### src/logic/tlbt_pkg.sv
// Constants, register map and types of the translation buffer test port
package tlbt_pkg;

   // -------------------------------------------------------------
   // Register byte offsets
   // -------------------------------------------------------------
   localparam logic [31:0] OFF_CMD = 32'h0000_0000;
   localparam logic [31:0] OFF_DATA = 32'h0000_0004;
   localparam logic [31:0] OFF_PDB = 32'h0000_0008;

   // -------------------------------------------------------------
   // Command register fields
   // -------------------------------------------------------------
   localparam int CMD_OP = 0;
   localparam int CMD_WRT_N = 5;
   localparam int CMD_WRT = 6;
   localparam int CMD_USER_N = 7;
   localparam int CMD_USER = 8;
   localparam int CMD_DIRTY_N = 9;
   localparam int CMD_DIRTY = 10;
   localparam int CMD_VALID = 11;
   localparam int CMD_SET_LO = 12;
   localparam int CMD_TAG_LO = 15;
   localparam logic [31:0] CMD_MASK = 32'hFFFF_FFE1;
   localparam logic OP_WRITE = 1'b0;
   localparam logic OP_LOOKUP = 1'b1;

   // -------------------------------------------------------------
   // Data register fields
   // -------------------------------------------------------------
   localparam int DATA_CHOICE_LO = 2;
   localparam int DATA_HIT = 4;
   localparam int DATA_PA_LO = 12;
   localparam logic [31:0] DATA_MASK = 32'hFFFF_F01C;

   // -------------------------------------------------------------
   // Reset values
   // -------------------------------------------------------------
   localparam logic [31:0] CMD_RESET = 32'h0000_0000;
   localparam logic [31:0] DATA_RESET = 32'h0000_0000;
   localparam logic [31:0] PDB_RESET = 32'h0000_0000;

   // -------------------------------------------------------------
   // Buffer geometry
   // -------------------------------------------------------------
   localparam int NWAYS = 4;
   localparam int WAY_W = 2;
   localparam int NSETS = 8;
   localparam int SET_W = 3;
   localparam int TAG_W = 17;
   localparam int PA_W = 20;
   localparam int ENTRY_W = TAG_W + 3 + PA_W;

   typedef struct packed {
      logic [TAG_W-1:0] tag;
      logic dirty;
      logic user;
      logic wrt;
      logic [PA_W-1:0] pa;
   } tlbt_entry_t;

   typedef enum logic [1:0] {
      ST_IDLE = 2'b00,
      ST_WRITE = 2'b01,
      ST_READ = 2'b10,
      ST_CMP = 2'b11
   } tlbt_state_t;

endpackage

### src/logic/tlbt_match.sv
// Tag and attribute comparator for one associative block
`timescale 1ns/100ps
module tlbt_match (
   // Clock and reset for checks
   input wire logic clock,
   input wire logic rst,
   // Stored entry
   input wire logic [tlbt_pkg::ENTRY_W-1:0] entry,
   input wire logic valid,
   // Lookup key
   input wire logic [tlbt_pkg::TAG_W-1:0] tag,
   input wire logic [1:0] dirty_pair,
   input wire logic [1:0] user_pair,
   input wire logic [1:0] wrt_pair,
   // Result
   output logic hit
);

   tlbt_pkg::tlbt_entry_t e;
   logic d_ok;
   logic u_ok;
   logic w_ok;

   // -------------------------------------------------------------
   // Pair qualifies attribute: value bit or complement bit
   // -------------------------------------------------------------
   always_comb begin
      e = tlbt_pkg::tlbt_entry_t'(entry);
      d_ok = (dirty_pair[1] & e.dirty) | (dirty_pair[0] & ~e.dirty);
      u_ok = (user_pair[1] & e.user) | (user_pair[0] & ~e.user);
      w_ok = (wrt_pair[1] & e.wrt) | (wrt_pair[0] & ~e.wrt);
      hit = valid & (e.tag == tag) & d_ok & u_ok & w_ok;
   end

   a_pair_miss_all: assert property (
      @(posedge clock) disable iff (rst)
      (dirty_pair == 2'b00 || user_pair == 2'b00 || wrt_pair == 2'b00)
         |-> !hit)
      else $error("zero attribute pair did not force a miss");

   a_pair_match_all: assert property (
      @(posedge clock) disable iff (rst)
      (valid && e.tag == tag && dirty_pair == 2'b11
         && user_pair == 2'b11 && wrt_pair == 2'b11) |-> hit)
      else $error("don't care pairs did not match valid entry");

endmodule

### src/logic/tlbt_mem.sv
// Storage of buffer entries with valid bits and registered read
`timescale 1ns/100ps
module tlbt_mem (
   // Clock and reset
   input wire logic clock,
   input wire logic rst,
   // Write port
   input wire logic wr_en,
   input wire logic [tlbt_pkg::WAY_W-1:0] wr_way,
   input wire logic [tlbt_pkg::SET_W-1:0] wr_set,
   input wire logic [tlbt_pkg::ENTRY_W-1:0] wr_entry,
   // Invalidate all
   input wire logic flush,
   // Read port, all blocks of one set
   input wire logic rd_en,
   input wire logic [tlbt_pkg::SET_W-1:0] rd_set,
   output logic [tlbt_pkg::NWAYS*tlbt_pkg::ENTRY_W-1:0] rd_entries,
   output logic [tlbt_pkg::NWAYS-1:0] rd_valid
);

   localparam int NW = tlbt_pkg::NWAYS;
   localparam int EW = tlbt_pkg::ENTRY_W;
   localparam int WW = tlbt_pkg::WAY_W;
   localparam int N = tlbt_pkg::NWAYS * tlbt_pkg::NSETS;

   typedef struct packed {
      logic [N-1:0][EW-1:0] data;
      logic [N-1:0] valid;
      logic [NW*EW-1:0] rd_entries;
      logic [NW-1:0] rd_valid;
   } tlbt_mem_state_t;

   tlbt_mem_state_t r;
   tlbt_mem_state_t n;

   // -------------------------------------------------------------
   // Next state
   // -------------------------------------------------------------
   always_comb begin
      logic [WW-1:0] wsel;
      wsel = '0;
      n = r;
      if (wr_en) begin
         n.data[{wr_way, wr_set}] = wr_entry;
         n.valid[{wr_way, wr_set}] = 1'b1;
      end
      if (flush) begin
         n.valid = '0;
      end
      if (rd_en) begin
         for (int w = 0; w < NW; w++) begin
            wsel = WW'(w);
            n.rd_entries[w*EW +: EW] = r.data[{wsel, rd_set}];
            n.rd_valid[w] = r.valid[{wsel, rd_set}];
         end
      end
   end

   always_ff @(posedge clock or posedge rst) begin
      if (rst) begin
         r <= '0;
      end else begin
         r <= n;
      end
   end

   assign rd_entries = r.rd_entries;
   assign rd_valid = r.rd_valid;

   a_flush_clears: assert property (
      @(posedge clock) disable iff (rst)
      flush |=> (r.valid == '0))
      else $error("valid bits survived a flush");

endmodule

### src/logic/tlbt_top.sv
// Translation buffer test port: APB registers, entry write and lookup
`timescale 1ns/100ps
module tlbt_top (
   // Clock and reset
   input wire logic clock,
   input wire logic rst,
   // APB slave
   input wire logic psel,
   input wire logic penable,
   input wire logic pwrite,
   input wire logic [31:0] paddr,
   input wire logic [31:0] pwdata,
   output logic [31:0] prdata,
   output logic pready,
   output logic pslverr
);

   localparam int NW = tlbt_pkg::NWAYS;
   localparam int EW = tlbt_pkg::ENTRY_W;
   localparam int WW = tlbt_pkg::WAY_W;
   localparam int SW = tlbt_pkg::SET_W;
   localparam int TW = tlbt_pkg::TAG_W;
   localparam int PW = tlbt_pkg::PA_W;

   typedef struct packed {
      logic [31:0] cmd;
      logic [31:0] data;
      logic [31:0] pdb;
      logic [WW-1:0] repl;
      tlbt_pkg::tlbt_state_t st;
      logic pready;
      logic pslverr;
      logic [31:0] prdata;
   } tlbt_top_state_t;

   tlbt_top_state_t r;
   tlbt_top_state_t n;

   logic mem_wr;
   logic [WW-1:0] mem_way;
   tlbt_pkg::tlbt_entry_t mem_entry;
   logic mem_flush;
   logic mem_rd;
   logic [NW*EW-1:0] rd_entries;
   logic [NW-1:0] rd_valid;
   logic [NW-1:0] hits;
   logic one_hit;
   logic [WW-1:0] hit_way;
   tlbt_pkg::tlbt_entry_t hit_entry;
   logic acc;
   logic done;
   logic sel_cmd;
   logic sel_data;
   logic sel_pdb;

   // -------------------------------------------------------------
   // Command and data register views
   // -------------------------------------------------------------
   logic [SW-1:0] cmd_set;
   logic [TW-1:0] cmd_tag;
   logic [1:0] dirty_pair;
   logic [1:0] user_pair;
   logic [1:0] wrt_pair;
   logic [PW-1:0] data_pa;
   logic [WW-1:0] data_choice;
   logic data_hit;

   assign cmd_set = r.cmd[tlbt_pkg::CMD_SET_LO +: SW];
   assign cmd_tag = r.cmd[tlbt_pkg::CMD_TAG_LO +: TW];
   assign dirty_pair = {r.cmd[tlbt_pkg::CMD_DIRTY],
                        r.cmd[tlbt_pkg::CMD_DIRTY_N]};
   assign user_pair = {r.cmd[tlbt_pkg::CMD_USER],
                       r.cmd[tlbt_pkg::CMD_USER_N]};
   assign wrt_pair = {r.cmd[tlbt_pkg::CMD_WRT],
                      r.cmd[tlbt_pkg::CMD_WRT_N]};
   assign data_pa = r.data[tlbt_pkg::DATA_PA_LO +: PW];
   assign data_choice = r.data[tlbt_pkg::DATA_CHOICE_LO +: WW];
   assign data_hit = r.data[tlbt_pkg::DATA_HIT];

   // -------------------------------------------------------------
   // Entry storage
   // -------------------------------------------------------------
   tlbt_mem u_mem (
      .clock(clock),
      .rst(rst),
      .wr_en(mem_wr),
      .wr_way(mem_way),
      .wr_set(cmd_set),
      .wr_entry(mem_entry),
      .flush(mem_flush),
      .rd_en(mem_rd),
      .rd_set(cmd_set),
      .rd_entries(rd_entries),
      .rd_valid(rd_valid)
   );

   // -------------------------------------------------------------
   // One comparator per associative block
   // -------------------------------------------------------------
   for (genvar g = 0; g < NW; g++) begin : g_match
      tlbt_match u_match (
         .clock(clock),
         .rst(rst),
         .entry(rd_entries[g*EW +: EW]),
         .valid(rd_valid[g]),
         .tag(cmd_tag),
         .dirty_pair(dirty_pair),
         .user_pair(user_pair),
         .wrt_pair(wrt_pair),
         .hit(hits[g])
      );
   end

   always_comb begin
      hit_way = '0;
      for (int i = 0; i < NW; i++) begin
         if (hits[i]) begin
            hit_way = WW'(i);
         end
      end
      hit_entry = tlbt_pkg::tlbt_entry_t'(rd_entries[hit_way*EW +: EW]);
      one_hit = $onehot(hits);
   end

   // -------------------------------------------------------------
   // APB decode
   // -------------------------------------------------------------
   assign acc = psel & penable;
   assign done = acc & r.pready;
   assign sel_cmd = (paddr == tlbt_pkg::OFF_CMD);
   assign sel_data = (paddr == tlbt_pkg::OFF_DATA);
   assign sel_pdb = (paddr == tlbt_pkg::OFF_PDB);

   // -------------------------------------------------------------
   // Next state
   // -------------------------------------------------------------
   always_comb begin
      n = r;
      mem_wr = 1'b0;
      mem_way = r.repl;
      mem_flush = 1'b0;
      mem_rd = 1'b0;
      mem_entry.tag = cmd_tag;
      mem_entry.dirty = r.cmd[tlbt_pkg::CMD_DIRTY];
      mem_entry.user = r.cmd[tlbt_pkg::CMD_USER];
      mem_entry.wrt = r.cmd[tlbt_pkg::CMD_WRT];
      mem_entry.pa = data_pa;

      // Wait state, answer only while the engine is idle
      if (acc && !r.pready && r.st == tlbt_pkg::ST_IDLE) begin
         n.pready = 1'b1;
         n.pslverr = !(sel_cmd || sel_data || sel_pdb);
         n.prdata = '0;
         if (!pwrite) begin
            if (sel_cmd) begin
               n.prdata = r.cmd;
            end else if (sel_data) begin
               n.prdata = r.data;
            end else if (sel_pdb) begin
               n.prdata = r.pdb;
            end
         end
      end

      // Completion edge: writes take effect here
      if (done) begin
         n.pready = 1'b0;
         n.pslverr = 1'b0;
         if (pwrite && sel_cmd) begin
            n.cmd = pwdata & tlbt_pkg::CMD_MASK;
            if (pwdata[tlbt_pkg::CMD_OP] == tlbt_pkg::OP_LOOKUP) begin
               n.st = tlbt_pkg::ST_READ;
            end else begin
               n.st = tlbt_pkg::ST_WRITE;
            end
         end
         if (pwrite && sel_data) begin
            n.data = pwdata & tlbt_pkg::DATA_MASK;
         end
         if (pwrite && sel_pdb) begin
            n.pdb = pwdata;
            mem_flush = 1'b1;
         end
      end

      // Entry write and lookup engine
      case (r.st)
         tlbt_pkg::ST_IDLE: begin
         end
         tlbt_pkg::ST_WRITE: begin
            mem_wr = 1'b1;
            if (data_hit) begin
               mem_way = data_choice;
            end else begin
               n.repl = r.repl + WW'(1);
            end
            n.st = tlbt_pkg::ST_IDLE;
         end
         tlbt_pkg::ST_READ: begin
            mem_rd = 1'b1;
            n.st = tlbt_pkg::ST_CMP;
         end
         tlbt_pkg::ST_CMP: begin
            n.data[tlbt_pkg::DATA_HIT] = one_hit;
            if (one_hit) begin
               n.data[tlbt_pkg::DATA_PA_LO +: PW] = hit_entry.pa;
               n.data[tlbt_pkg::DATA_CHOICE_LO +: WW] = hit_way;
               n.cmd[tlbt_pkg::CMD_VALID] = 1'b1;
               n.cmd[tlbt_pkg::CMD_DIRTY] = hit_entry.dirty;
               n.cmd[tlbt_pkg::CMD_DIRTY_N] = !hit_entry.dirty;
               n.cmd[tlbt_pkg::CMD_USER] = hit_entry.user;
               n.cmd[tlbt_pkg::CMD_USER_N] = !hit_entry.user;
               n.cmd[tlbt_pkg::CMD_WRT] = hit_entry.wrt;
               n.cmd[tlbt_pkg::CMD_WRT_N] = !hit_entry.wrt;
            end
            n.st = tlbt_pkg::ST_IDLE;
         end
         default: begin
            n.st = tlbt_pkg::ST_IDLE;
         end
      endcase
   end

   // -------------------------------------------------------------
   // State register
   // -------------------------------------------------------------
   always_ff @(posedge clock or posedge rst) begin
      if (rst) begin
         r.cmd <= tlbt_pkg::CMD_RESET;
         r.data <= tlbt_pkg::DATA_RESET;
         r.pdb <= tlbt_pkg::PDB_RESET;
         r.repl <= '0;
         r.st <= tlbt_pkg::ST_IDLE;
         r.pready <= 1'b0;
         r.pslverr <= 1'b0;
         r.prdata <= '0;
      end else begin
         r <= n;
      end
   end

   assign prdata = r.prdata;
   assign pready = r.pready;
   assign pslverr = r.pslverr;

   // -------------------------------------------------------------
   // Checks
   // -------------------------------------------------------------
   a_cmd_write_op: assert property (
      @(posedge clock) disable iff (rst)
      (done && pwrite && sel_cmd && !pwdata[tlbt_pkg::CMD_OP])
         |=> r.st == tlbt_pkg::ST_WRITE ##1 r.st == tlbt_pkg::ST_IDLE)
      else $error("entry write did not follow command write");

   a_cmd_lookup_op: assert property (
      @(posedge clock) disable iff (rst)
      (done && pwrite && sel_cmd && pwdata[tlbt_pkg::CMD_OP])
         |=> mem_rd ##1 r.st == tlbt_pkg::ST_CMP)
      else $error("lookup did not follow command write");

   a_entry_fields: assert property (
      @(posedge clock) disable iff (rst)
      r.st == tlbt_pkg::ST_WRITE
         |-> mem_wr && mem_entry.tag == cmd_tag && mem_entry.pa == data_pa)
      else $error("entry written with wrong tag or address");

   a_hit_loads_pa: assert property (
      @(posedge clock) disable iff (rst)
      (r.st == tlbt_pkg::ST_CMP && one_hit)
         |=> data_pa == $past(hit_entry.pa)
             && data_choice == $past(hit_way))
      else $error("hit did not load entry into data register");

   a_pick_block: assert property (
      @(posedge clock) disable iff (rst)
      (r.st == tlbt_pkg::ST_WRITE && !data_hit)
         |-> mem_way == r.repl ##1 r.repl == $past(r.repl) + WW'(1))
      else $error("replacement pointer not used or not advanced");

   a_chosen_block: assert property (
      @(posedge clock) disable iff (rst)
      (r.st == tlbt_pkg::ST_WRITE && data_hit) |-> mem_way == data_choice)
      else $error("block choice ignored on pick write");

   a_hit_flag: assert property (
      @(posedge clock) disable iff (rst)
      r.st == tlbt_pkg::ST_CMP |=> data_hit == $past(one_hit))
      else $error("hit bit does not report lookup result");

   a_multi_miss: assert property (
      @(posedge clock) disable iff (rst)
      (r.st == tlbt_pkg::ST_CMP && hits != '0 && !$onehot(hits))
         |=> !data_hit)
      else $error("multiple matches reported as hit");

   a_base_flush: assert property (
      @(posedge clock) disable iff (rst)
      (done && pwrite && sel_pdb) |-> mem_flush)
      else $error("directory base write did not flush");

   a_attr_store: assert property (
      @(posedge clock) disable iff (rst)
      (r.st == tlbt_pkg::ST_WRITE && dirty_pair == 2'b01) |-> !mem_entry.dirty)
      else $error("pair 01 did not store zero");

   a_ready_idle: assert property (
      @(posedge clock) disable iff (rst)
      $rose(r.pready) |-> $past(r.st) == tlbt_pkg::ST_IDLE)
      else $error("answered while engine busy");

endmodule

### config.mk
export PLATFORM = sky130hd
export DESIGN_NAME = tlbt_top
export DESIGN_NICKNAME = d
export VERILOG_FILES = /design/src/logic/tlbt_pkg.sv /design/src/logic/tlbt_match.sv /design/src/logic/tlbt_mem.sv /design/src/logic/tlbt_top.sv
export SDC_FILE = /design/constraint.sdc
export NUM_CORES = 2
export LEC_CHECK = 0
export BUFFER_PORTS_ARGS = -buffer_cell sky130_fd_sc_hd__buf_2
export CAP_MARGIN = 20
export CELL_PAD_IN_SITES_DETAIL_PLACEMENT = 0
export CELL_PAD_IN_SITES_GLOBAL_PLACEMENT = 1
export CORE_ASPECT_RATIO = 2
export CORE_UTILIZATION = 40
export DETAILED_ROUTE_END_ITERATION = 8
export PLACE_DENSITY = 0.63
export SYNTH_ARGS = -nofsm -noshare
export SYNTH_HDL_FRONTEND = slang
export SYNTH_SLANG_ARGS = --single-unit
### constraint.sdc
create_clock -name clock -period 148.5 [get_ports clock]
set_input_delay 7.425 -clock clock [delete_from_list [all_inputs] [get_ports clock]]
set_output_delay 7.425 -clock clock [all_outputs]
set_load 0.01 [all_outputs]
==> flow_summary.ini <==
[detailed_routing]
routed_wl_um = 217000
wl_per_cell_um = 29.87
via_count = 41939
viasPerCell = 5.772
drtIter0Drc = 2589
drc = 0
dr.pass1.iters = 5
antenna_left = 0

[grt]
antenna_found_initial = 10
first_global_vias = 44902
overflow = 0
grt_util_met2 = 0.4303
groute.layer.met1.usage = 0.2995
grt_start_max_net_pins = 187
grt_pass1_wl_um = 319600
use_met3 = 0.03217
busiest_layer = met2
grt_usage = 0.2419

[worst_setup_path]
start_kind = primary input
cp_max_fo = 124
cpMostUsedCell = buf_4
critical_path_class = in2async
critPathBufInv = 6
crit_family = buffers and inverters
critPathRequiredTime_ns = 149.27
slowest_stage = buf_4
end_kind = async pin
slowest_delay_ns = 0.90
worstPathArrival_ns = 11.73
crit_chain = buf_2, inv_8, buf_4, buf_4, buf_4, buf_4

[finish]
syn2layout_area_growth_pct = 10.63
final_cell_mix = dfrtp_1, mux2_2, mux4_2, nand2_1, mux2i_1
nFillCells = 16137
multi_input_area_mm2 = 0.03009
final_common_cell = dfrtp_1
num-nets-final = 4905
final_layout_size_suffix_gt1_frac = 0.4324
seqCellArea_mm2 = 0.03997

[cts]
cts-buffers-inserted = 150
cts_tree = built
post_cts_buffers = 0
ctsResizeCount = 0
clk_pin_slew_ns = 0.07
cts-root-buf = clkbuf_16
htree_levels = 4
hold_buffers = 0
clk_path_buf_depth = 4
worstSkewPairLatency_ns = 0.80
cts_sinks = 1597

[sta]
rsz0062_at_grt = false
tns_ns = 0
fin_crit_sh = 0.07382
slew_headroom = 0.2286
fin_skew_ns = 0.03043
finalSetupViolCount = 0
fmax_mhz = 91.22
maxSlewViolCount = 0
setup_ws_ns = 137.54
hold_viol = 0
period_needed_ns = 10.96
worst_pin_slew_ns = 1.154

[synth]
synth_area_mm2 = 0.07221
synth-seq-cells = 1597
synthArstFlopShare = 1.000
synth_top_flop_cell = dfrtp_1
synth_nets = 5008
synth_warnings = 0
synth_edf_count = 0
syn_area_per_cell_um2 = 14.63
synth_cells = 4936
ys_types = 62
synth-seq-area-share = 0.5535

[placed_design]
place_hpwl_um = 130000
dp_slack_ns = 136.47
gp_congestion = 0.8226
portBuffers = 102

[floorplan]
rows = 220
die_area_mm2 = 0.1823
io_pins = 103
initial_core_util = 0.4023
die_x_um = 302.4
die_h_um = 602.9
core_area_mm2 = 0.1795

[flow_run]
max_cap_viol_count = 0

[power]
leakagePower_nw = 38.05
p_per_area_mw_per_mm2 = 10.48
vdd_drop_max_v = 0.000006998

[min_path]
worst_hold_path_type = reg2reg

[status]
outcome = completed
==> area by class of cell <==
class / count / area share
multi-input cells: 2789 / 0.3767
well taps: 2331 / 0.03651
flip-flops and latches: 1597 / 0.5004
clock inverters: 37 / 0.004777
clock buffers: 213 / 0.05524
diodes: 4 / 0.0001253
repair buffers: 241 / 0.02364
inverters: 54 / 0.002631
==> worst min-delay path: cells and delay by family (launching register included) <==
kind | cells | cell delay, ns
flip-flops | 1 | 0.34
AO/OA/AOI/OAI | 1 | 0.05
AND/OR/NAND/NOR | 1 | 0.04
==> worst paths after layout <==
kind	from	endpoint	slack, ns	depth (start not counted)
worst min register to register	prdata[8]	prdata[8]	0.47	2
worst min-delay path	prdata[8]	prdata[8]	0.47	2
min in group asynchronous	rst	u_mem.r[1309]	6.84	2
worst max register to register	cmd_tag[3]	dirty_pair[0]	142.85	12
max in group clock	paddr[23]	r[54]	138.69	7
worst max-delay path	rst	u_mem.r[916]	137.54	6
==> Yosys cell counts, drive strengths merged (5+ instances only) <==
master / number / area (um2)
a211oi: 5 / 52.55
a21boi: 27 / 202.7
a21oi: 28 / 140.1
a22oi: 43 / 322.8
buf: 248 / 1313
clkbuf: 248 / 930.9
dfrtp: 1597 / 39960
inv: 54 / 202.7
mux2: 1318 / 14840
mux2i: 202 / 2022
mux4: 328 / 7387
nand2: 270 / 1013
nand2b: 31 / 193.9
nand3: 14 / 70.07
nand3b: 21 / 170.2
nand4: 18 / 133.9
nor2: 33 / 123.9
nor3: 13 / 122.6
nor4: 45 / 361.6
o21a: 5 / 37.54
o21ai: 200 / 1001
o311ai: 20 / 175.2
o31a: 24 / 210.2
o41ai: 23 / 201.4
or3: 5 / 31.28
or4: 5 / 37.54
xnor2: 33 / 289.0
xor2: 35 / 306.5
==> sequential cells by signal (all words and copies together) (netlist names) <==
register,count
pready,1
u_mem.r,1312
data_pa,20
u_mem.rd_valid,4
pslverr,1
u_mem.rd_entries,160
r,40
data_hit,1
prdata,32
data_choice,2
mem_entry,2
dirty_pair,2
cmd_tag,17
cmd_set,3
==> report_power, final <==
part	switching [mW]	internal [mW]
Combinational	0.0115	0.00173
Clock	0.170	0.219
Sequential	0.000181	0.435
Total	0.182	0.655
==> cell families (layout without fill, tap and decap cells) <==
family | count (synthesis) | in the layout | synth area share
xor+xnor | 68 | 68 | 0.008248
simple gates | 476 | 476 | 0.03337
flops | 1597 | 1597 | 0.5535
mux | 1848 | 1848 | 0.3359
buf+inv | 550 | 545 | 0.03388
fa+ha+maj | 3 | 3 | 0.0006238
other cells | 0 | 4 | 0
compound gates | 394 | 394 | 0.03455
==> metrics by stage <==
step	total power, mW	area [um2]	hold WS, ns	util	instances
finish	0.8369	79880	0.4705	0.4451	7266
global route	0.8626	79870	0.4874	0.4451	7263
CTS	0.8474	79620	0.4791	0.4437	7253
detailed placement	0.4570	74830	0.4648	0.4169	7003
global placement	0.4567	74690	0.4550	0.4162	6997
floorplan	0.4520	72210	0.4412	-	4936
==> metal layers <==
metal | share of wire | up-vias | routed length [um]
li1 | - | 17744 | -
met1 | 0.40 | 23022 | 87210
met2 | 0.52 | 868 | 113200
met3 | 0.040 | 301 | 8754
met4 | 0.036 | 4 | 7835
met5 | 0.00012 | - | 27
Power figures use the tool's default switching activity.
